==> config.mk <==
export PLATFORM = sky130hd
export DESIGN_NAME = spi_master_slave_port
export DESIGN_NICKNAME = d
export VERILOG_FILES = /design/src/spi_master_slave_port.v
export VERILOG_INCLUDE_DIRS = /design/src
export SDC_FILE = /design/constraint.sdc
export NUM_CORES = 1
export LEC_CHECK = 0
export BUFFER_PORTS_ARGS = -buffer_cell sky130_fd_sc_hd__buf_2
export CAP_MARGIN = 10
export CORE_MARGIN = 5
export CORE_UTILIZATION = 52
export CTS_BUF_LIST = sky130_fd_sc_hd__clkbuf_16
export CTS_CLUSTER_DIAMETER = 30
export CTS_CLUSTER_SIZE = 8
export DETAILED_ROUTE_END_ITERATION = 8
export HOLD_SLACK_MARGIN = 0.15
export PLACE_DENSITY = 0.9
export SYNTH_ARGS = -nofsm -noshare
export SYNTH_HDL_FRONTEND = slang
export SYNTH_SLANG_ARGS = --single-unit
==> constraint.sdc <==
create_clock -name MCLK_I -period 2.7 [get_ports MCLK_I]
set_clock_uncertainty 0.2 [all_clocks]
set_input_delay 0.135 -clock MCLK_I [delete_from_list [all_inputs] [get_ports MCLK_I]]
set_output_delay 0.135 -clock MCLK_I [all_outputs]
set_load 0.005 [all_outputs]
==> src/spi_port_regs.vh <==
// register map, field positions, reset values and timing constants of the serial port
`ifndef SPI_PORT_REGS_VH
`define SPI_PORT_REGS_VH

`define OFS_MODE_CTRL 4'h0
`define OFS_FORMAT_CTRL 4'h4
`define OFS_SHIFT_DATA 4'h8

`define MODE_LSB 5
`define MODE_MSB 7
`define BIT_PORT_ENABLE 1
`define BIT_INCOMPLETE 0

`define BIT_CLOCK_POLARITY 5
`define BIT_CAPTURE_EDGE 4
`define BIT_SHIFT_ORDER 3
`define BIT_SELECT_ENABLE 2
`define BIT_WRITE_COLLISION 1
`define BIT_TRANSFER_DONE 0

`define RST_MODE 3'h7
`define RST_BIT 1'h0
`define RST_DATA 8'h00

`define MODE_DIV4 3'h0
`define MODE_DIV16 3'h1
`define MODE_DIV64 3'h2
`define MODE_SUB 3'h3
`define MODE_TIMER 3'h4
`define MODE_SLAVE 3'h5

`define HALF_DIV4 6'h01
`define HALF_DIV16 6'h07
`define HALF_DIV64 6'h1f

`define EDGE_FIRST 5'h01
`define EDGE_LAST 5'h10

`endif

==> src/spi_master_slave_port.v <==
// four-wire full-duplex serial port, master or slave, with Avalon-MM register access
//
// Chosen here: the Avalon-MM slave port and the placing of the registers.
`timescale 1ns/100ps
// Functional notes
// - master clock from sysclk/4,/16,/64, sub, timer/2
// - code 101 slave, 110/111 disable port
// - enable bit cleared releases all four lines
// - early deselect in slave sets incomplete and done
// - software incomplete write never sets done
// - polarity 0 idles clock high, 1 low
// - capture edge from polarity and edge bits
// - shift order bit: 0 LSB first, 1 MSB
// - select enable 0 floats select pin, unused
// - data write while busy ignored, collision flag
// - done flag set by hardware, software clears
// - master data write starts full-duplex transfer
// - slave shifts data register on master clocks
// - master makes clock, slave never starts transfer
// - all data passes the 8-bit shift register
// - unimplemented control bits read as zero
// - slave without select enable ignores select pin
// - enabled: output high except slave without select enable, master clock at idle
`include "spi_port_regs.vh"

module spi_master_slave_port (
  input wire MCLK_I,
  input wire RST_I,
  input wire [3:0] AVS_ADDRESS_I,
  input wire AVS_READ_I,
  input wire AVS_WRITE_I,
  input wire [31:0] AVS_WRITEDATA_I,
  output reg [31:0] AVS_READDATA_O,
  output wire AVS_WAITREQUEST_O,
  input wire SUB_CLOCK_I,
  input wire TIMER_MATCH_I,
  input wire SERIAL_IN_PIN_I,
  output reg SERIAL_OUT_PIN_O,
  output wire SERIAL_OUT_PIN_OE_O,
  input wire SERIAL_CLOCK_PIN_I,
  output reg SERIAL_CLOCK_PIN_O,
  output wire SERIAL_CLOCK_PIN_OE_O,
  input wire SLAVE_SELECT_PIN_N_I,
  output reg SLAVE_SELECT_PIN_N_O,
  output wire SLAVE_SELECT_PIN_OE_O,
  output wire PORT_ACTIVE_O,
  output wire TRANSFER_FLAG_O
);

  reg ack_ff;
  reg [2:0] mode_ff;
  reg en_ff;
  reg icf_ff;
  reg pol_ff;
  reg edg_ff;
  reg msb_ff;
  reg csen_ff;
  reg wcol_ff;
  reg trf_ff;
  reg [7:0] sr_ff;
  reg cap_ff;
  reg [4:0] cnt_ff;
  reg busy_ff;
  reg [5:0] div_ff;
  reg sub_s1_ff, sub_s2_ff, sub_s3_ff;
  reg sck_s1_ff, sck_s2_ff, sck_s3_ff;
  reg ss_s1_ff, ss_s2_ff, ss_s3_ff;
  reg sdi_s1_ff, sdi_s2_ff;

  reg [2:0] nxt_mode;
  reg nxt_en, nxt_icf, nxt_pol, nxt_edg, nxt_msb, nxt_csen, nxt_wcol, nxt_trf;
  reg [7:0] nxt_sr;
  reg [4:0] nxt_cnt;
  reg nxt_busy;
  reg [5:0] half;
  reg tick;
  reg [31:0] rd_word;

  wire req = AVS_READ_I | AVS_WRITE_I;
  wire wr_acc = AVS_WRITE_I & ack_ff;
  wire rd_acc = AVS_READ_I & ~ack_ff;
  wire wr_mode = wr_acc & (AVS_ADDRESS_I == `OFS_MODE_CTRL);
  wire wr_fmt = wr_acc & (AVS_ADDRESS_I == `OFS_FORMAT_CTRL);
  wire wr_data = wr_acc & (AVS_ADDRESS_I == `OFS_SHIFT_DATA);

  // one wait state per access: the request is seen, answered on the next edge
  assign AVS_WAITREQUEST_O = req & ~ack_ff;

  wire is_master = (mode_ff <= `MODE_TIMER);
  wire is_slave = (mode_ff == `MODE_SLAVE);
  wire active = en_ff & (is_master | is_slave);
  wire idle_lvl = ~pol_ff;

  // slave is selected by the pin only when the select function is on
  wire slave_sel = csen_ff ? ~ss_s2_ff : 1'b1;
  wire sck_edge = sck_s2_ff ^ sck_s3_ff;
  wire sub_edge = sub_s2_ff ^ sub_s3_ff;

  // every half-period source yields one serial clock edge per tick
  always @* begin
    half = `HALF_DIV4;
    tick = 1'b0;
    if (mode_ff == `MODE_DIV4) begin
      half = `HALF_DIV4;
      tick = (div_ff == half);
    end else if (mode_ff == `MODE_DIV16) begin
      half = `HALF_DIV16;
      tick = (div_ff == half);
    end else if (mode_ff == `MODE_DIV64) begin
      half = `HALF_DIV64;
      tick = (div_ff == half);
    end else if (mode_ff == `MODE_SUB) begin
      tick = sub_edge;
    end else if (mode_ff == `MODE_TIMER) begin
      tick = TIMER_MATCH_I;
    end
  end

  wire master_edge = active & is_master & busy_ff & tick;
  wire slave_edge = active & is_slave & slave_sel & sck_edge;
  wire edge_ev = master_edge | slave_edge;
  wire [4:0] edge_num = cnt_ff + `EDGE_FIRST;
  wire lead = edge_num[0];
  // edge bit set captures on the leading edge, clear on the trailing edge
  wire capture = edge_ev & (edg_ff ? lead : ~lead);
  wire done = edge_ev & (edge_num == `EDGE_LAST);
  wire shift = edge_ev & (edg_ff ? ~lead : ((lead & (edge_num != `EDGE_FIRST)) | done));
  wire in_bit = capture ? sdi_s2_ff : cap_ff;
  wire out_bit = msb_ff ? sr_ff[7] : sr_ff[0];
  wire busy_any = busy_ff | (cnt_ff != 5'h00);
  // select released by the master mid-byte
  wire abort = active & is_slave & csen_ff & ss_s2_ff & ~ss_s3_ff & (cnt_ff != 5'h00);
  wire start = wr_data & ~busy_any & active & is_master;

  always @* begin
    nxt_mode = mode_ff;
    nxt_en = en_ff;
    nxt_icf = icf_ff;
    nxt_pol = pol_ff;
    nxt_edg = edg_ff;
    nxt_msb = msb_ff;
    nxt_csen = csen_ff;
    nxt_wcol = wcol_ff;
    nxt_trf = trf_ff;
    nxt_sr = sr_ff;
    nxt_cnt = cnt_ff;
    nxt_busy = busy_ff;
    if (wr_mode) begin
      nxt_mode = AVS_WRITEDATA_I[`MODE_MSB:`MODE_LSB];
      nxt_en = AVS_WRITEDATA_I[`BIT_PORT_ENABLE];
      nxt_icf = AVS_WRITEDATA_I[`BIT_INCOMPLETE];
    end
    if (wr_fmt) begin
      nxt_pol = AVS_WRITEDATA_I[`BIT_CLOCK_POLARITY];
      nxt_edg = AVS_WRITEDATA_I[`BIT_CAPTURE_EDGE];
      nxt_msb = AVS_WRITEDATA_I[`BIT_SHIFT_ORDER];
      nxt_csen = AVS_WRITEDATA_I[`BIT_SELECT_ENABLE];
      nxt_wcol = AVS_WRITEDATA_I[`BIT_WRITE_COLLISION];
      nxt_trf = AVS_WRITEDATA_I[`BIT_TRANSFER_DONE];
    end
    if (wr_data & ~busy_any) begin
      nxt_sr = AVS_WRITEDATA_I[7:0];
    end
    if (shift) begin
      if (msb_ff) begin
        nxt_sr = {sr_ff[6:0], in_bit};
      end else begin
        nxt_sr = {in_bit, sr_ff[7:1]};
      end
    end
    if (start) begin
      nxt_busy = 1'b1;
      nxt_cnt = 5'h00;
    end
    if (edge_ev) begin
      nxt_cnt = edge_num;
    end
    if (done | abort | ~active | (is_slave & ~slave_sel)) begin
      nxt_cnt = 5'h00;
      nxt_busy = 1'b0;
    end
    // hardware sets win over a software clear in the same cycle
    if (wr_data & busy_any) begin
      nxt_wcol = 1'b1;
    end
    if (abort) begin
      nxt_icf = 1'b1;
    end
    if (done | abort) begin
      nxt_trf = 1'b1;
    end
  end

  always @* begin
    rd_word = 32'h00000000;
    if (AVS_ADDRESS_I == `OFS_MODE_CTRL) begin
      rd_word[`MODE_MSB:`MODE_LSB] = mode_ff;
      rd_word[`BIT_PORT_ENABLE] = en_ff;
      rd_word[`BIT_INCOMPLETE] = icf_ff;
    end else if (AVS_ADDRESS_I == `OFS_FORMAT_CTRL) begin
      rd_word[`BIT_CLOCK_POLARITY] = pol_ff;
      rd_word[`BIT_CAPTURE_EDGE] = edg_ff;
      rd_word[`BIT_SHIFT_ORDER] = msb_ff;
      rd_word[`BIT_SELECT_ENABLE] = csen_ff;
      rd_word[`BIT_WRITE_COLLISION] = wcol_ff;
      rd_word[`BIT_TRANSFER_DONE] = trf_ff;
    end else if (AVS_ADDRESS_I == `OFS_SHIFT_DATA) begin
      rd_word[7:0] = sr_ff;
    end
  end

  always @(posedge MCLK_I or posedge RST_I) begin
    if (RST_I) begin
      ack_ff <= 1'b0;
      AVS_READDATA_O <= 32'h00000000;
      mode_ff <= `RST_MODE;
      en_ff <= `RST_BIT;
      icf_ff <= `RST_BIT;
      pol_ff <= `RST_BIT;
      edg_ff <= `RST_BIT;
      msb_ff <= `RST_BIT;
      csen_ff <= `RST_BIT;
      wcol_ff <= `RST_BIT;
      trf_ff <= `RST_BIT;
      sr_ff <= `RST_DATA;
      cap_ff <= 1'b0;
      cnt_ff <= 5'h00;
      busy_ff <= 1'b0;
    end else begin
      ack_ff <= req & ~ack_ff;
      if (rd_acc) begin
        AVS_READDATA_O <= rd_word;
      end
      mode_ff <= nxt_mode;
      en_ff <= nxt_en;
      icf_ff <= nxt_icf;
      pol_ff <= nxt_pol;
      edg_ff <= nxt_edg;
      msb_ff <= nxt_msb;
      csen_ff <= nxt_csen;
      wcol_ff <= nxt_wcol;
      trf_ff <= nxt_trf;
      sr_ff <= nxt_sr;
      if (capture) begin
        cap_ff <= sdi_s2_ff;
      end
      cnt_ff <= nxt_cnt;
      busy_ff <= nxt_busy;
    end
  end

  // synchronisers; the first stage feeds only the second
  always @(posedge MCLK_I or posedge RST_I) begin
    if (RST_I) begin
      sub_s1_ff <= 1'b0;
      sub_s2_ff <= 1'b0;
      sub_s3_ff <= 1'b0;
      sck_s1_ff <= 1'b0;
      sck_s2_ff <= 1'b0;
      sck_s3_ff <= 1'b0;
      ss_s1_ff <= 1'b1;
      ss_s2_ff <= 1'b1;
      ss_s3_ff <= 1'b1;
      sdi_s1_ff <= 1'b0;
      sdi_s2_ff <= 1'b0;
    end else begin
      sub_s1_ff <= SUB_CLOCK_I;
      sub_s2_ff <= sub_s1_ff;
      sub_s3_ff <= sub_s2_ff;
      sck_s1_ff <= SERIAL_CLOCK_PIN_I;
      sck_s2_ff <= sck_s1_ff;
      sck_s3_ff <= sck_s2_ff;
      ss_s1_ff <= SLAVE_SELECT_PIN_N_I;
      ss_s2_ff <= ss_s1_ff;
      ss_s3_ff <= ss_s2_ff;
      sdi_s1_ff <= SERIAL_IN_PIN_I;
      sdi_s2_ff <= sdi_s1_ff;
    end
  end

  // divider restarts with each transfer so the first edge is a full half period away
  always @(posedge MCLK_I or posedge RST_I) begin
    if (RST_I) begin
      div_ff <= 6'h00;
    end else if (start | ~busy_ff | tick) begin
      div_ff <= 6'h00;
    end else begin
      div_ff <= div_ff + 6'h01;
    end
  end

  // pin drivers; a disabled port releases every line
  always @(posedge MCLK_I or posedge RST_I) begin
    if (RST_I) begin
      SERIAL_OUT_PIN_O <= 1'b1;
      SERIAL_CLOCK_PIN_O <= 1'b1;
      SLAVE_SELECT_PIN_N_O <= 1'b1;
    end else begin
      if (active & (is_master ? busy_ff : slave_sel)) begin
        SERIAL_OUT_PIN_O <= out_bit;
      end else begin
        SERIAL_OUT_PIN_O <= 1'b1;
      end
      if (master_edge) begin
        SERIAL_CLOCK_PIN_O <= ~SERIAL_CLOCK_PIN_O;
      end else if (~busy_ff) begin
        SERIAL_CLOCK_PIN_O <= idle_lvl;
      end
      // select goes low on start, a half period before the first clock edge
      SLAVE_SELECT_PIN_N_O <= ~(nxt_busy & is_master);
    end
  end

  assign SERIAL_OUT_PIN_OE_O = active;
  assign SERIAL_CLOCK_PIN_OE_O = active & is_master;
  assign SLAVE_SELECT_PIN_OE_O = active & is_master & csen_ff;
  assign PORT_ACTIVE_O = active;
  assign TRANSFER_FLAG_O = trf_ff;

endmodule

== Yosys cells after proc, flatten, opt, wreduce, memory -nomap -nowiden ==
Cells that the tools add are included.

* Muxes and demuxes: 35
* Magnitude comparators: 1
* Reductions and logical operators: 8
* Bitwise operators: 52
* $add $sub $neg: 2
* Equality and inequality tests: 13

{| class="wikitable"
|+ Operator list
! operator !! count
|-
| 2-to-1 mux 8 bit || 4
|-
| bitwise AND 1 bit || 29
|-
| 2-to-1 mux 1 bit || 22
|-
| 2-to-1 mux 5 bit || 3
|-
| 2-to-1 mux 6 bit || 2
|-
| NOT 1 bit || 11
|-
| bitwise OR 1 bit || 10
|-
| nonzero test 2 bit || 4
|-
| adder 6 x 1 -> 6 bit, second input constant || 1
|-
| == test 3 x 2 -> 1 bit, second input constant || 2
|-
| == test 3 bit, second input constant || 2
|-
| == test 6 x 1 -> 1 bit, second input constant || 1
|-
| == test 6 x 3 -> 1 bit, second input constant || 1
|-
| == test 6 x 5 -> 1 bit, second input constant || 1
|-
| 2-to-1 mux 3 bit || 2
|-
| adder 5 x 1 -> 5 bit, second input constant || 1
|-
| == test 5 bit, second input constant || 1
|-
| inequality test 5 x 1 -> 1 bit, second input constant || 1
|-
| nonzero test 5 bit || 1
|-
| == test 4 x 3 -> 1 bit, second input constant || 1
|-
| == test 4 bit, second input constant || 1
|-
| logical NOT 4 bit || 1
|-
| 2-to-1 mux 2 bit || 2
|-
| == test 3 x 1 -> 1 bit, second input constant || 1
|-
| other kinds (5) || 6
|}

* Register bits after elaboration: 55
* Output and inout port bits: 41
* Input bits: 45
* Word-level logic and storage cells: 141

== Longest topological paths before layout ==
Gate-level depths: netlist of the first run.

* Word-level depth: 15
* Mapped depth: 8
* Depth with buffers taken out: 7

== Worst setup path after synthesis of the first run ==
No wires, ideal clock.

* Path kind: flip-flop to flip-flop
* From: register cnt_ff[0]
* To: register sr_ff[0]
* Clock period less this slack: 2297 ps
* Setup time: 143 ps
* Arrival: 1954 ps
* Required time: 2357 ps
* Cell stages (with the launch flop): 9
* Buffers on the path: 2
* Setup slack: 403 ps
* Cells stage by stage: dfrtp_1 buf_12 inv_1 ha_1 nor4b_1 nor4bb_1 buf_2 mux2i_1 mux2i_1

* Word-level cells in the longest chain between the ends: 7
* Elaborated cells between the ends (all ways): 19
* Those cells by class: add/sub (1); eq/ne (2); mux (5); bitwise (9); reduce/logical (2)

{| class="wikitable"
|+ Ends and longest elaborated chain
! item !! line !! text
|-
| start: declaration || spi_master_slave_port.v:62 || <nowiki>reg [4:0] cnt_ff;</nowiki>
|-
| start signal: assignment || spi_master_slave_port.v:247 || <nowiki>cnt_ff <= nxt_cnt;</nowiki>
|-
| adder 5 x 1 -> 5 bit (no source line) || -- ||
|-
| inequality test 5 x 1 -> 1 bit (no source line), or another cell as far along || -- ||
|-
| bitwise AND 1 bit, or another cell as far along || spi_master_slave_port.v:127 || <nowiki>wire shift = edge_ev & (edg_ff ? ~lead : ((lead & (edge_num != `EDGE_FIRST)) | done));</nowiki>
|-
| bitwise OR 1 bit or bitwise AND 1 bit (tied branches) || spi_master_slave_port.v:127, spi_master_slave_port.v:125 ||
|-
| 2-to-1 mux 1 bit, on equally long branches || -- ||
|-
| bitwise AND 1 bit or 2-to-1 mux 8 bit (tied branches) || spi_master_slave_port.v:127, spi_master_slave_port.v:165 ||
|-
| 2-to-1 mux 8 bit or nonzero test 2 bit (tied branches) || -- ||
|-
| end signal: assignment || spi_master_slave_port.v:225 || <nowiki>sr_ff <= `RST_DATA;</nowiki>
|-
| end signal: assignment || spi_master_slave_port.v:243 || <nowiki>sr_ff <= nxt_sr;</nowiki>
|-
| end: declaration || spi_master_slave_port.v:60 || <nowiki>reg [7:0] sr_ff;</nowiki>
|}

Several ways; a longest one is shown, not always the timed one.
A chain may end at the register's enable or synchronous reset.

== Worst setup path in the final report of the first run ==
* From: register cnt_ff[0]
* To: register sr_ff[1]

* Word-level cells in the longest chain between the ends: 7
* Elaborated cells between the ends (all ways): 15
* Those cells by class: add/sub (1); eq/ne (2); mux (2); bitwise (8); reduce/logical (2)

{| class="wikitable"
|+ Ends and longest elaborated chain
! item !! line
|-
| adder 5 x 1 -> 5 bit (no source line) || --
|-
| inequality test 5 x 1 -> 1 bit (no source line) or == test 5 bit (tied branches) || --
|-
| bitwise AND 1 bit, on equally long branches || spi_master_slave_port.v:127, spi_master_slave_port.v:126
|-
| bitwise OR 1 bit || spi_master_slave_port.v:127
|-
| 2-to-1 mux 1 bit || spi_master_slave_port.v:127
|-
| bitwise AND 1 bit || spi_master_slave_port.v:127
|-
| 2-to-1 mux 8 bit or nonzero test 2 bit (tied branches) || --
|}

Several ways; a longest one is shown, not always the timed one.

==> results of run 1 <==
final timing paths:
kind                                 endpoint  cells after the start
hold / removal              AVS_READDATA_O[6]                      3
max in group asynchronous  SERIAL_CLOCK_PIN_O                      4
setup reg to reg                     sr_ff[1]                      7
setup / recovery                     sr_ff[1]                      7
min in group MCLK_I                 sck_s2_ff                      0
hold reg to reg                     sck_s2_ff                      0
worst max-delay path: stages, from the launching register on:
cell and delay (ns):
dfrtp_1 0.54, ha_1 0.31, nand3_1 0.16, xnor2_1 0.21, and4_4 0.23, o32ai_4 0.27
buf_4 0.24, mux2i_1 0.22
cell usage after synthesis, types with 2 or more instances:
library cell	number
a31oi_1	2
nor3b_1	2
o22ai_1	2
xor2_1	6
clkbuf_1	7
ha_1	6
mux2_2	7
nand3_1	9
buf_4	26
buf_2	2
mux2i_1	33
xnor2_1	4
a22o_1	3
dfstp_2	9
a22oi_1	3
and3_1	2
nand2b_1	3
o21ai_1	3
o31ai_1	2
o211ai_1	3
and2_1	2
o21ai_0	10
nor2_1	13
nand2_1	16
a21oi_1	3
inv_1	8
dfrtp_1	46
o2bb2ai_1	3
mux2_1	2
nor3_1	6
nor2b_1	4
power by group:
group | total, mW | internal, mW | switching, mW | leakage, nW
Combinational | 0.338 | 0.171 | 0.167 | 0.856
Sequential | 1.04 | 0.922 | 0.118 | 0.691
Clock | 0.649 | 0.349 | 0.300 | 0.0746
Total | 2.03 | 1.44 | 0.585 | 1.62
cell usage in the layout (no fill, tap or decap), types with 6 or more instances in the layout:
master         count
mux2_2             7
dlygate4sd3_1     22
conb_1            24
mux2i_1           33
buf_2             37
ha_1               6
xor2_1             6
nor2_1            13
buf_4              9
nor3_1             6
nand3_1            9
nand2_1           16
dfstp_2            9
inv_1              7
dfrtp_1           46
o21ai_0           10
registers in the layout, summed over array words and instances, names as in the netlist, 3 cells and up:
| name | flops |
|---|---|
| div_ff | 6 |
| cnt_ff | 5 |
| AVS_READDATA_O | 8 |
| sr_ff | 8 |
| mode_ff | 3 |
layer usage:
| metal | vias to the layer above | wire (um) | GRT usage, % |
|---|---|---|---|
| met3 | 25 | 480 | 4.803 |
| met1 | 1108 | 2790 | 24.40 |
| met2 | 107 | 3180 | 28.52 |
| li1 | 1057 | - | - |
| met5 | - | 0 | 0 |
| met4 | 0 | 235 | 8.777 |
kinds of logic after synthesis:
family / count (synthesis) / share of synthesized area [%]
adders and majority gates: 6 / 2.493
other: 1 / 0.1245
and+or+nand+nor: 70 / 12.63
xor gates and xnor gates: 10 / 2.908
DFF: 55 / 46.07
buffers and inverters: 44 / 9.348
muxes: 42 / 14.33
AOI/OAI and AO/OA: 47 / 12.09
layout make-up:
| class | count | area share (%) |
|---|---|---|
| multi-input combinational | 199 | 40.27 |
| sequential | 55 | 38.94 |
| timing repair buffer | 68 | 13.27 |
| clock buffer | 5 | 3.511 |
| tap | 72 | 2.528 |
| inverter | 8 | 0.8427 |
| clock inverter | 3 | 0.6320 |
what timing repair did:
| action | in CTS | in global routing |
|---|---|---|
| hold buffers | 22 | 0 |
| hold endpoints to repair | 76 | 0 |
| resized for setup | 0 | 0 |
stage by stage:
step	hold slack (ns)	worst slack, ns
after floorplan	-0.06052	0.4028
after global placement	-0.09159	0.3317
after detailed placement	-0.07965	0.2596
after CTS	0.1512	0.2401
after global routing	0.1603	0.07038
final	0.1449	0.2322
==> tab_implementation.tex, run 1 <==
\begin{tabular}{lr}
\hline
Metric & Value \\
\hline
\multicolumn{2}{l}{\textbf{GRT}} \\
\quad GRT Overall Usage & 18.56\% \\
\quad Leftover overflow at the end of global routing & 0 \\
\quad Number of global-route vias before repair & 2276 \\
\quad Pin count of the biggest net entering global routing & 23 \\
\quad Initial antenna violation count & 0 \\
\quad First-pass GRT wire length & 10930 um \\
\multicolumn{2}{l}{\textbf{Floorplan}} \\
\quad Initial cell density of the core & 54.03\% \\
\quad I/O pins & 86 \\
\quad Horizontal die dimension & 86.10 um \\
\quad Number of placement rows & 27 \\
\quad Die ar. & 0.007413 sq mm \\
\quad Placeable core region & 0.005574 sq mm \\
\quad Die Y & 86.10 um \\
\multicolumn{2}{l}{\textbf{CTS}} \\
\quad Clk root buf & clkbuf\_16 \\
\quad \# H-tree levels & 2 \\
\quad Clock latency on the worst-skew pair & 0.29 ns \\
\quad Clk sinks & 55 \\
\quad CTS tree & done \\
\quad Num CTS Buffers & 5 \\
\quad Post-CTS Setup Bufs & 0 \\
\quad Max clock buf depth & 2 \\
\quad Clock transition at the register clock pins on the worst setup and hold paths after CTS & 0.07 ns \\
\multicolumn{2}{l}{\textbf{Place}} \\
\quad Final HPWL DP & 4601 um \\
\quad Area of placed instances & 0.003196 sq mm \\
\quad \# placed instances & 380 \\
\quad Routability congestion estimate & 0.8104 \\
\quad Buffers added on ports & 37 \\
\multicolumn{2}{l}{\textbf{Final layout}} \\
\quad Net count, final & 388 \\
\quad Multi-input logic area & 0.001435 sq mm \\
\quad Final non-filler cell area & 0.003563 sq mm \\
\quad Fraction of final layout cells sized beyond drive strength 1 & 22.78\% \\
\quad Number of diodes added for antenna fixing & 0 \\
\quad Final cell utilization of the core & 63.93\% \\
\quad Layout-stage area growth over the synthesis result & 18.32\% \\
\quad Total of fill cells in the finished design & 442 \\
\quad Post-Layout Cell Count & 410 \\
\quad Sequential cell area in the final layout & 0.001388 sq mm \\
\multicolumn{2}{l}{\textbf{Routing}} \\
\quad First-iteration detailed-routing DRC count & 188 \\
\quad DRT antenna net count & 0 \\
\quad Wire length per cell & 16.31 um \\
\quad Vias post-DR & 2297 \\
\quad First-pass iteration count of the detailed router & 4 \\
\quad Residual DRC count & 0 \\
\quad Vias per cell & 5.602 \\
\quad Total wirelength of the detailed-routed design & 6687 um \\
\multicolumn{2}{l}{\textbf{Timing}} \\
\quad Final critical delay including setup and external delays & 2.468 ns \\
\quad Final TNS setup & 0 ns \\
\quad Unrepaired setup endpoints after global routing & no \\
\quad Tightest Pin Transition & 0.7302 ns \\
\quad Hold Violations, Final & 0 \\
\quad Final count of negative-setup-slack endpoints & 0 \\
\quad Highest clock rate & 405.2 MHz \\
\quad Period utilisation layout & 91.40\% \\
\quad Number of pins with negative max-slew slack in the final report & 0 \\
\quad Headroom to the max-slew limit & 50.06\% \\
\multicolumn{2}{l}{\textbf{Logic synthesis}} \\
\quad Post-synthesis cell type count & 59 \\
\quad Count of flip-flops with a built-in enable after synthesis & 0 \\
\quad Area share of the leading cell type in the synthesized netlist & 38.22\% \\
\quad Proportion of synthesized chip area in sequential cells & 46.07\% \\
\quad Warnings, synthesis & 0 \\
\quad Cell types with the largest area share after synthesis & dfrtp\_1 (38\%), mux2i\_1 (11\%), dfstp\_2 (7.9\%) \\
\quad Total of flip-flops plus latches after synthesis & 55 \\
\quad Cells after Synth & 275 \\
\quad Largest area contributor in the synthesized netlist & dfrtp\_1 \\
\quad Cell Area, Synth & 0.003012 sq mm \\
\quad Top\_reg\_cell synth & dfrtp\_1 \\
\quad Async S/R FF share, synth & 100.0\% \\
\quad Mean post-synth cell area & 10.95 sq um \\
\multicolumn{2}{l}{\textbf{Worst setup path}} \\
\quad Data arrival time of the worst path & 2.48 ns \\
\quad Register-to-register setup slack & 0.23 ns \\
\quad Critical Path Source & cnt\_ff[0] \\
\quad Sort of element at the start of the critical path & register \\
\quad Critical path fanouts, max & 10 \\
\quad Critical setup path kind & reg2reg \\
\quad Endpoint required time on the critical path & 2.71 ns \\
\quad Element type at the critical path end & register \\
\quad R2r startpoint & cnt\_ff[0] \\
\multicolumn{2}{l}{\textbf{Power}} \\
\quad Total power after layout & 2.028 mW \\
\quad Power per cell area & 569.0 mW/mm\^{}2 \\
\quad Maximum resistive drop on vdd & 0.7173 mV \\
\quad Cell leakage power & 1.621 nW \\
\multicolumn{2}{l}{\textbf{Hold path}} \\
\quad Path class of the lowest-slack min-delay path & in2async \\
\multicolumn{2}{l}{\textbf{Outcome}} \\
\quad Result of the run & finished, final reports clean \\
\multicolumn{2}{l}{\textbf{Run}} \\
\quad Max Cap Viol & 0 \\
\hline
\end{tabular}
(Power assumes the default switching activity.)
==> inputs of run 2 (changes only) <==
--- a/config.mk
+++ b/config.mk
@@ -6,16 +6,17 @@
 export SDC_FILE = /design/constraint.sdc
 export NUM_CORES = 1
 export LEC_CHECK = 0
-export BUFFER_PORTS_ARGS = -buffer_cell sky130_fd_sc_hd__buf_2
 export CAP_MARGIN = 10
 export CORE_MARGIN = 5
-export CORE_UTILIZATION = 52
+export CORE_UTILIZATION = 60
 export CTS_BUF_LIST = sky130_fd_sc_hd__clkbuf_16
 export CTS_CLUSTER_DIAMETER = 30
 export CTS_CLUSTER_SIZE = 8
 export DETAILED_ROUTE_END_ITERATION = 8
+export DONT_BUFFER_PORTS = 1
 export HOLD_SLACK_MARGIN = 0.15
-export PLACE_DENSITY = 0.9
+export PLACE_DENSITY = 0.86
+export SETUP_SLACK_MARGIN = 0.1
 export SYNTH_ARGS = -nofsm -noshare
 export SYNTH_HDL_FRONTEND = slang
 export SYNTH_SLANG_ARGS = --single-unit
==> run 2 against run 1 <==
  * Die area down 12%
  * Critical path type unchanged
  * Combinational power down 1%
  * Worst setup slack worse by 0.068 ns
  * Routed wire length up 4.3%
  * Sequential power about the same
  * Power up 3.0%
  * Hold slack better by 0.0089 ns
  * Clock power up 10%
  * Via count down 2.1%
==> tab_implementation.tex, run 2 (synthesis results as in run 1) <==
\begin{tabular}{lr}
\hline
Metric & Value \\
\hline
\multicolumn{2}{l}{\textbf{Run}} \\
\quad Max Cap Viol & 0 (unchanged) \\
\multicolumn{2}{l}{\textbf{Routing}} \\
\quad First-iteration detailed-routing DRC count & 199 (+5.9\%) \\
\quad Vias post-DR & 2248 (-2.1\%) \\
\quad Vias per cell & 5.995 (+7.0\%) \\
\quad Residual DRC count & 0 (unchanged) \\
\quad First-pass iteration count of the detailed router & 4 (unchanged) \\
\quad Total wirelength of the detailed-routed design & 6977 um (+4.3\%) \\
\quad DRT antenna net count & 0 (unchanged) \\
\quad Wire length per cell & 18.61 um (+14\%) \\
\multicolumn{2}{l}{\textbf{GRT}} \\
\quad Leftover overflow at the end of global routing & 0 (unchanged) \\
\quad Number of global-route vias before repair & 2223 (-2.3\%) \\
\quad GRT Overall Usage & 22.37\% (+3.8 points) \\
\quad First-pass GRT wire length & 11050 um (+1.1\%) \\
\quad Initial antenna violation count & 0 (unchanged) \\
\quad Pin count of the biggest net entering global routing & 52 (+130\%) \\
\multicolumn{2}{l}{\textbf{Worst setup path}} \\
\quad Number of buffers and inverters on the critical path & 2 (+1) \\
\quad Sort of element at the start of the critical path & register \\
\quad Maximum single-stage delay on the critical path & 0.50 ns (-0.04 ns) \\
\quad Critical setup path kind & reg2reg \\
\quad R2r startpoint & cnt\_ff[0] \\
\quad Crit path max-delay cell type & dfrtp\_1 \\
\quad Worst path most repeated cell & mux2i\_1 \\
\quad Element type at the critical path end & register \\
\quad Ordered cell list for the critical path & inv\_1 > ha\_1 > nor4b\_1 > nor4bb\_2 > buf\_4 > mux2i\_1 > mux2i\_1 \\
\quad Endpoint required time on the critical path & 2.67 ns (-0.04 ns) \\
\quad Critical path fanouts, max & 10 (unchanged) \\
\quad Data arrival time of the worst path & 2.50 ns (+0.02 ns) \\
\quad Critical Path Source & cnt\_ff[0] \\
\quad Category of cells accounting for the largest share of critical-path delay & simple AND/OR/NAND/NOR gates \\
\multicolumn{2}{l}{\textbf{Floorplan}} \\
\quad Placeable core region & 0.004786 sq mm (-14\%) \\
\quad I/O pins & 86 (unchanged) \\
\quad Die ar. & 0.006536 sq mm (-12\%) \\
\quad Die Y & 80.85 um (-6.1\%) \\
\quad Initial cell density of the core & 62.93\% (+8.9 points) \\
\quad Number of placement rows & 25 (-7.4\%) \\
\quad Horizontal die dimension & 80.85 um (-6.1\%) \\
\multicolumn{2}{l}{\textbf{Timing}} \\
\quad Headroom to the max-slew limit & 30.62\% (-19 points) \\
\quad Tightest Pin Transition & 1.039 ns (+0.3089 ns) \\
\quad Post-layout worst setup margin & 0.1646 ns (-0.06758 ns) \\
\quad Post-route worst hold slack & 0.1538 ns (+0.008879 ns) \\
\quad Final critical delay including setup and external delays & 2.535 ns (+0.06758 ns) \\
\quad Hold Violations, Final & 0 (unchanged) \\
\quad Number of pins with negative max-slew slack in the final report & 0 (unchanged) \\
\quad Final TNS setup & 0 ns (unchanged) \\
\quad Final count of negative-setup-slack endpoints & 0 (unchanged) \\
\quad Highest clock rate & 394.4 MHz (-2.7\%) \\
\quad Period utilisation layout & 93.90\% (+2.5 points) \\
\quad Unrepaired setup endpoints after global routing & yes \\
\multicolumn{2}{l}{\textbf{CTS}} \\
\quad Clk sinks & 55 (unchanged) \\
\quad Clock latency on the worst-skew pair & 0.29 ns (about the same) \\
\quad \# H-tree levels & 2 (unchanged) \\
\quad CTS tree & done \\
\quad Clk root buf & clkbuf\_16 \\
\quad Max clock buf depth & 2 (unchanged) \\
\quad Clock transition at the register clock pins on the worst setup and hold paths after CTS & 0.07 ns (about the same) \\
\quad Num CTS Buffers & 5 (unchanged) \\
\multicolumn{2}{l}{\textbf{Hold path}} \\
\quad Path class of the lowest-slack min-delay path & reg2reg \\
\quad Worst Hold Launch & sdi\_s1\_ff \\
\multicolumn{2}{l}{\textbf{Power}} \\
\quad Maximum resistive drop on vdd & 0.5912 mV (-18\%) \\
\quad Internal power consumption & 1.520 mW (+5.4\%) \\
\quad Total power after layout & 2.088 mW (+3.0\%) \\
\quad Power per cell area & 603.6 mW/mm\^{}2 (+6.1\%) \\
\quad Relative contribution of the clock network to total power & 34.3\% (+2.3 points) \\
\quad Cell leakage power & 1.514 nW (-6.6\%) \\
\quad Logic gate share of total power & 15.9\% (-0.8 points) \\
\quad Switching Share & 27.19\% (-1.7 points) \\
\quad Net switching power of the design & 0.5677 mW (-3.0\%) \\
\quad Register share of total power & 49.8\% (-1.5 points) \\
\multicolumn{2}{l}{\textbf{Place}} \\
\quad Post-placement worst setup slack & 0.2118 ns (-0.04787 ns) \\
\quad Routability congestion estimate & 0.8525 (+5.2\%) \\
\quad Buffers added on ports & 0 (-100\%) \\
\quad Final HPWL DP & 4549 um (-1.1\%) \\
\multicolumn{2}{l}{\textbf{Final layout}} \\
\quad Net count, final & 358 (-7.7\%) \\
\quad Final cell utilization of the core & 72.26\% (+8.3 points) \\
\quad Layout-stage area growth over the synthesis result & 14.83\% \\
\quad Fraction of final layout cells sized beyond drive strength 1 & 13.96\% (-8.8 points) \\
\quad Most common cell after layout, fill and taps aside & dfrtp\_1 \\
\quad Largest registers & AVS\_READDATA\_O (8), sr\_ff (8), div\_ff (6) \\
\quad Number of diodes added for antenna fixing & 0 (unchanged) \\
\quad Commonest non-fill, non-tap cells in the layout & dfrtp\_1 (46), mux2i\_1 (33), dlygate4sd3\_1 (26), conb\_1 (24), nand2\_1 (16) \\
\multicolumn{2}{l}{\textbf{Outcome}} \\
\quad Result of the run & finished, final reports clean \\
\hline
\end{tabular}
-- run 2: power by group through the flow --
stage                     clock, mW  combinational (mW)  sequential, mW
final                         0.716               0.333            1.04
after detailed placement          0               0.274            1.05
after CTS                     0.733               0.319            1.03
after global routing          0.767               0.363            1.05
after global placement            0               0.262            1.04
after floorplan                   0               0.272           0.986
-- run 2: layout make-up --
class / instances / area [sq um]
fillers: 333 / 1328
clock inverters: 3 / 42.54
clock buffers: 5 / 125.1
inverters: 8 / 30.03
flip-flops and latches: 55 / 1388
well taps: 67 / 83.83
multi-input cells: 199 / 1439
repair buffers: 38 / 350.3
-- run 2: per-layer routing --
metal | GRT usage, % | wire length, um
met1 | 27.42 | 2909
met2 | 36.54 | 3380
met3 | 5.987 | 483
met4 | 10.81 | 204
met5 | 0 | 0
-- run 2: worst register-to-register path: stages (launching register included) --
cell and delay, ns:
dfrtp_1 0.50, inv_1 0.17, ha_1 0.16, nor4b_1 0.43, nor4bb_2 0.35, buf_4 0.26, mux2i_1 0.24, mux2i_1 0.10
-- run 2: path summary, 6_finish.rpt --
kind	cells past startpoint	slack [ns]	to
max	7	0.16	sr_ff[5]
min in group asynchronous	2	0.36	sr_ff[5]
min reg2reg	0	0.15	sdi_s2_ff
max in group asynchronous	3	1.21	mode_ff[2]
max reg2reg	7	0.16	sr_ff[5]
min	0	0.15	sdi_s2_ff
-- run 2: what timing repair did --
action | CTS | global route
gates resized for setup | 0 | 2
buffers inserted | 0 | 2
endpoints found under the setup margin | 0 | 15
endpoints found under the hold margin | 87 | 3
hold buffers | 26 | 1
-- run 2: stage by stage --
| stage | cell area, sq um | std cells |
|---|---|---|
| 6_report | 3458 | 375 |
| 4_1_cts | 3440 | 373 |
| 3_5_place_dp | 3012 | 339 |
| 3_3_place_gp | 3012 | 339 |
| 5_1_grt | 3458 | 375 |
| 2_1_floorplan | 3098 | 298 |
==> inputs of run 3 (changes only) <==
--- a/config.mk
+++ b/config.mk
@@ -14,6 +14,7 @@
 export CTS_CLUSTER_SIZE = 8
 export DETAILED_ROUTE_END_ITERATION = 8
 export DONT_BUFFER_PORTS = 1
+export GPL_TIMING_DRIVEN = 0
 export HOLD_SLACK_MARGIN = 0.15
 export PLACE_DENSITY = 0.86
 export SETUP_SLACK_MARGIN = 0.1
==> constraint.sdc (replaced) <==
create_clock -name MCLK_I -period 2.9 [get_ports MCLK_I]
set_clock_uncertainty 0.2 [all_clocks]
set_input_delay 0.145 -clock MCLK_I [delete_from_list [all_inputs] [get_ports MCLK_I]]
set_output_delay 0.145 -clock MCLK_I [all_outputs]
set_load 0.005 [all_outputs]
==> run 3 against run 2 <==
  * Global-route usage decreased by 1.1 points
  * Power down 6.4%
  * Clock-buffer cell count unchanged
==> tab_implementation.tex, run 3 (synthesis results as in run 1) <==
\begin{tabular}{lr}
\hline
Metric & Value \\
\hline
\multicolumn{2}{l}{\textbf{GRT}} \\
\quad Number of global-route vias before repair & 2239 (+0.72\%) \\
\quad Initial antenna violation count & 0 (unchanged) \\
\quad First-pass GRT wire length & 10670 um (-3.5\%) \\
\quad Leftover overflow at the end of global routing & 0 (unchanged) \\
\quad GRT Overall Usage & 21.25\% (-1.1 points) \\
\quad Pin count of the biggest net entering global routing & 30 (-42\%) \\
\multicolumn{2}{l}{\textbf{Worst setup path}} \\
\quad Critical setup path kind & reg2reg \\
\quad Element type at the critical path end & register \\
\quad Sort of element at the start of the critical path & register \\
\quad Critical path fanouts, max & 9 (-1) \\
\quad Data arrival time of the worst path & 2.67 ns (+0.17 ns) \\
\quad Endpoint required time on the critical path & 2.91 ns (+0.24 ns) \\
\multicolumn{2}{l}{\textbf{Routing}} \\
\quad First-pass iteration count of the detailed router & 4 (unchanged) \\
\quad Wire length per cell & 16.66 um (-10\%) \\
\quad Residual DRC count & 0 (unchanged) \\
\quad Total wirelength of the detailed-routed design & 6663 um (-4.5\%) \\
\quad Vias post-DR & 2214 (-1.5\%) \\
\quad DRT antenna net count & 0 (unchanged) \\
\quad Vias per cell & 5.535 (-7.7\%) \\
\quad First-iteration detailed-routing DRC count & 203 (+2.0\%) \\
\multicolumn{2}{l}{\textbf{CTS}} \\
\quad Clock transition at the register clock pins on the worst setup and hold paths after CTS & 0.07 ns (about the same) \\
\quad \# H-tree levels & 2 (unchanged) \\
\quad Clock latency on the worst-skew pair & 0.29 ns (about the same) \\
\quad Clk sinks & 55 (unchanged) \\
\quad Clk root buf & clkbuf\_16 \\
\quad CTS tree & done \\
\quad Max clock buf depth & 2 (unchanged) \\
\quad Num CTS Buffers & 5 (unchanged) \\
\multicolumn{2}{l}{\textbf{Floorplan}} \\
\quad I/O pins & 86 (unchanged) \\
\quad Die ar. & 0.006536 sq mm (unchanged) \\
\quad Horizontal die dimension & 80.85 um (unchanged) \\
\quad Initial cell density of the core & 62.93\% (unchanged) \\
\quad Number of placement rows & 25 (unchanged) \\
\quad Die Y & 80.85 um (unchanged) \\
\quad Placeable core region & 0.004786 sq mm (unchanged) \\
\multicolumn{2}{l}{\textbf{Outcome}} \\
\quad Result of the run & finished, final reports clean \\
\multicolumn{2}{l}{\textbf{Timing}} \\
\quad Highest clock rate & 375.4 MHz (-4.8\%) \\
\quad Final count of negative-setup-slack endpoints & 0 (unchanged) \\
\quad Post-route worst hold slack & 0.1558 ns (+0.002040 ns) \\
\quad Final critical delay including setup and external delays & 2.664 ns (+0.1287 ns) \\
\quad Tightest Pin Transition & 0.6752 ns (-0.3640 ns) \\
\quad Number of pins with negative max-slew slack in the final report & 0 (unchanged) \\
\quad Final TNS setup & 0 ns (unchanged) \\
\quad Unrepaired setup endpoints after global routing & no \\
\quad Hold Violations, Final & 0 (unchanged) \\
\quad Headroom to the max-slew limit & 53.83\% (+23 points) \\
\quad Period utilisation layout & 91.87\% (-2.0 points) \\
\multicolumn{2}{l}{\textbf{Final layout}} \\
\quad Fraction of final layout cells sized beyond drive strength 1 & 18.62\% (+4.7 points) \\
\quad Net count, final & 383 (+7.0\%) \\
\quad Commonest non-fill, non-tap cells in the layout & dfrtp\_1 (46), mux2i\_1 (33), buf\_4 (26), dlygate4sd3\_1 (26), conb\_1 (24) \\
\quad Number of diodes added for antenna fixing & 0 (unchanged) \\
\quad Most common cell after layout, fill and taps aside & dfrtp\_1 \\
\quad Layout-stage area growth over the synthesis result & 21.11\% \\
\quad Largest registers & AVS\_READDATA\_O (8), sr\_ff (8), div\_ff (6) \\
\multicolumn{2}{l}{\textbf{Power}} \\
\quad Power per cell area & 535.9 mW/mm\^{}2 (-11\%) \\
\quad Cell leakage power & 1.633 nW (+7.9\%) \\
\quad Maximum resistive drop on vdd & 0.5945 mV (+0.55\%) \\
\multicolumn{2}{l}{\textbf{Place}} \\
\quad Final HPWL DP & 4522 um (-0.58\%) \\
\quad Routability congestion estimate & 0.8846 (+3.8\%) \\
\quad Buffers added on ports & 0 (unchanged) \\
\multicolumn{2}{l}{\textbf{Run}} \\
\quad Max Cap Viol & 0 (unchanged) \\
\multicolumn{2}{l}{\textbf{Hold path}} \\
\quad Path class of the lowest-slack min-delay path & reg2reg \\
\hline
\end{tabular}
## run 3: worst paths after layout
| kind | start | to | slack (ns) | cells after the start |
|---|---|---|---|---|
| worst min register to register | sdi_s1_ff | sdi_s2_ff | 0.16 | 0 |
| worst max register to register | mode_ff[2] | cnt_ff[4] | 0.24 | 6 |
| worst min-delay path | sdi_s1_ff | sdi_s2_ff | 0.16 | 0 |
| worst max-delay path | mode_ff[2] | cnt_ff[4] | 0.24 | 6 |
| max in group asynchronous | RST_I | SLAVE_SELECT_PIN_N_O | 1.72 | 3 |
| min in group asynchronous | RST_I | sck_s2_ff | 0.17 | 2 |
## run 3: worst max-delay path, cell delays in order (launching register included)
cell and delay (ns):
dfstp_2 0.53, clkbuf_1 0.35, o21ai_1 0.22, and2_1 0.21
clkbuf_1 0.19, a2111oi_0 0.69, o2bb2ai_1 0.20
## run 3: final cells by class
type	count	area, sq um
inverters	8	30.03
flip-flops and latches	55	1388
plain buffers	36	251.5
fillers	304	1139
clock buffers	5	125.1
well taps	67	83.83
multi-input cells	199	1451
repair buffers	27	280.3
clock inverters	3	37.54
## run 3: routing by layer
| metal | vias to the layer above | global-route usage [%] | share of wire (%) |
|---|---|---|---|
| met5 | - | 0 | 0 |
| li1 | 1043 | - | - |
| met3 | 13 | 5.100 | 7.6 |
| met2 | 98 | 35.47 | 49 |
| met4 | 0 | 7.432 | 1.8 |
| met1 | 1060 | 26.99 | 42 |
## run 3: metrics by stage
| stage | worst slack (ns) | total power [mW] | util, % | instance area, sq um | std cells |
|---|---|---|---|---|---|
| floorplan | 0.6028 | 1.171 | - | 3098 | 298 |
| global placement | 0.2839 | 1.242 | 66.48 | 3182 | 365 |
| detailed placement | 0.2382 | 1.260 | 66.90 | 3202 | 366 |
| CTS | 0.1387 | 1.945 | 75.11 | 3595 | 397 |
| global route | 0.1182 | 2.038 | 76.21 | 3647 | 400 |
| finish | 0.2358 | 1.955 | 76.21 | 3647 | 400 |
## run 3: power by group
part / switching [mW] / internal (mW)
Sequential: 0.0789 / 0.858
Combinational: 0.190 / 0.170
Clock: 0.256 / 0.401
## run 3: repair_timing
item                                   in CTS  in global routing
hold buffers                               23                  3
buffers inserted                            0                  0
setup endpoints to repair                   0                 10
endpoints found under the hold margin      87                  1
resized for setup                           0                  4
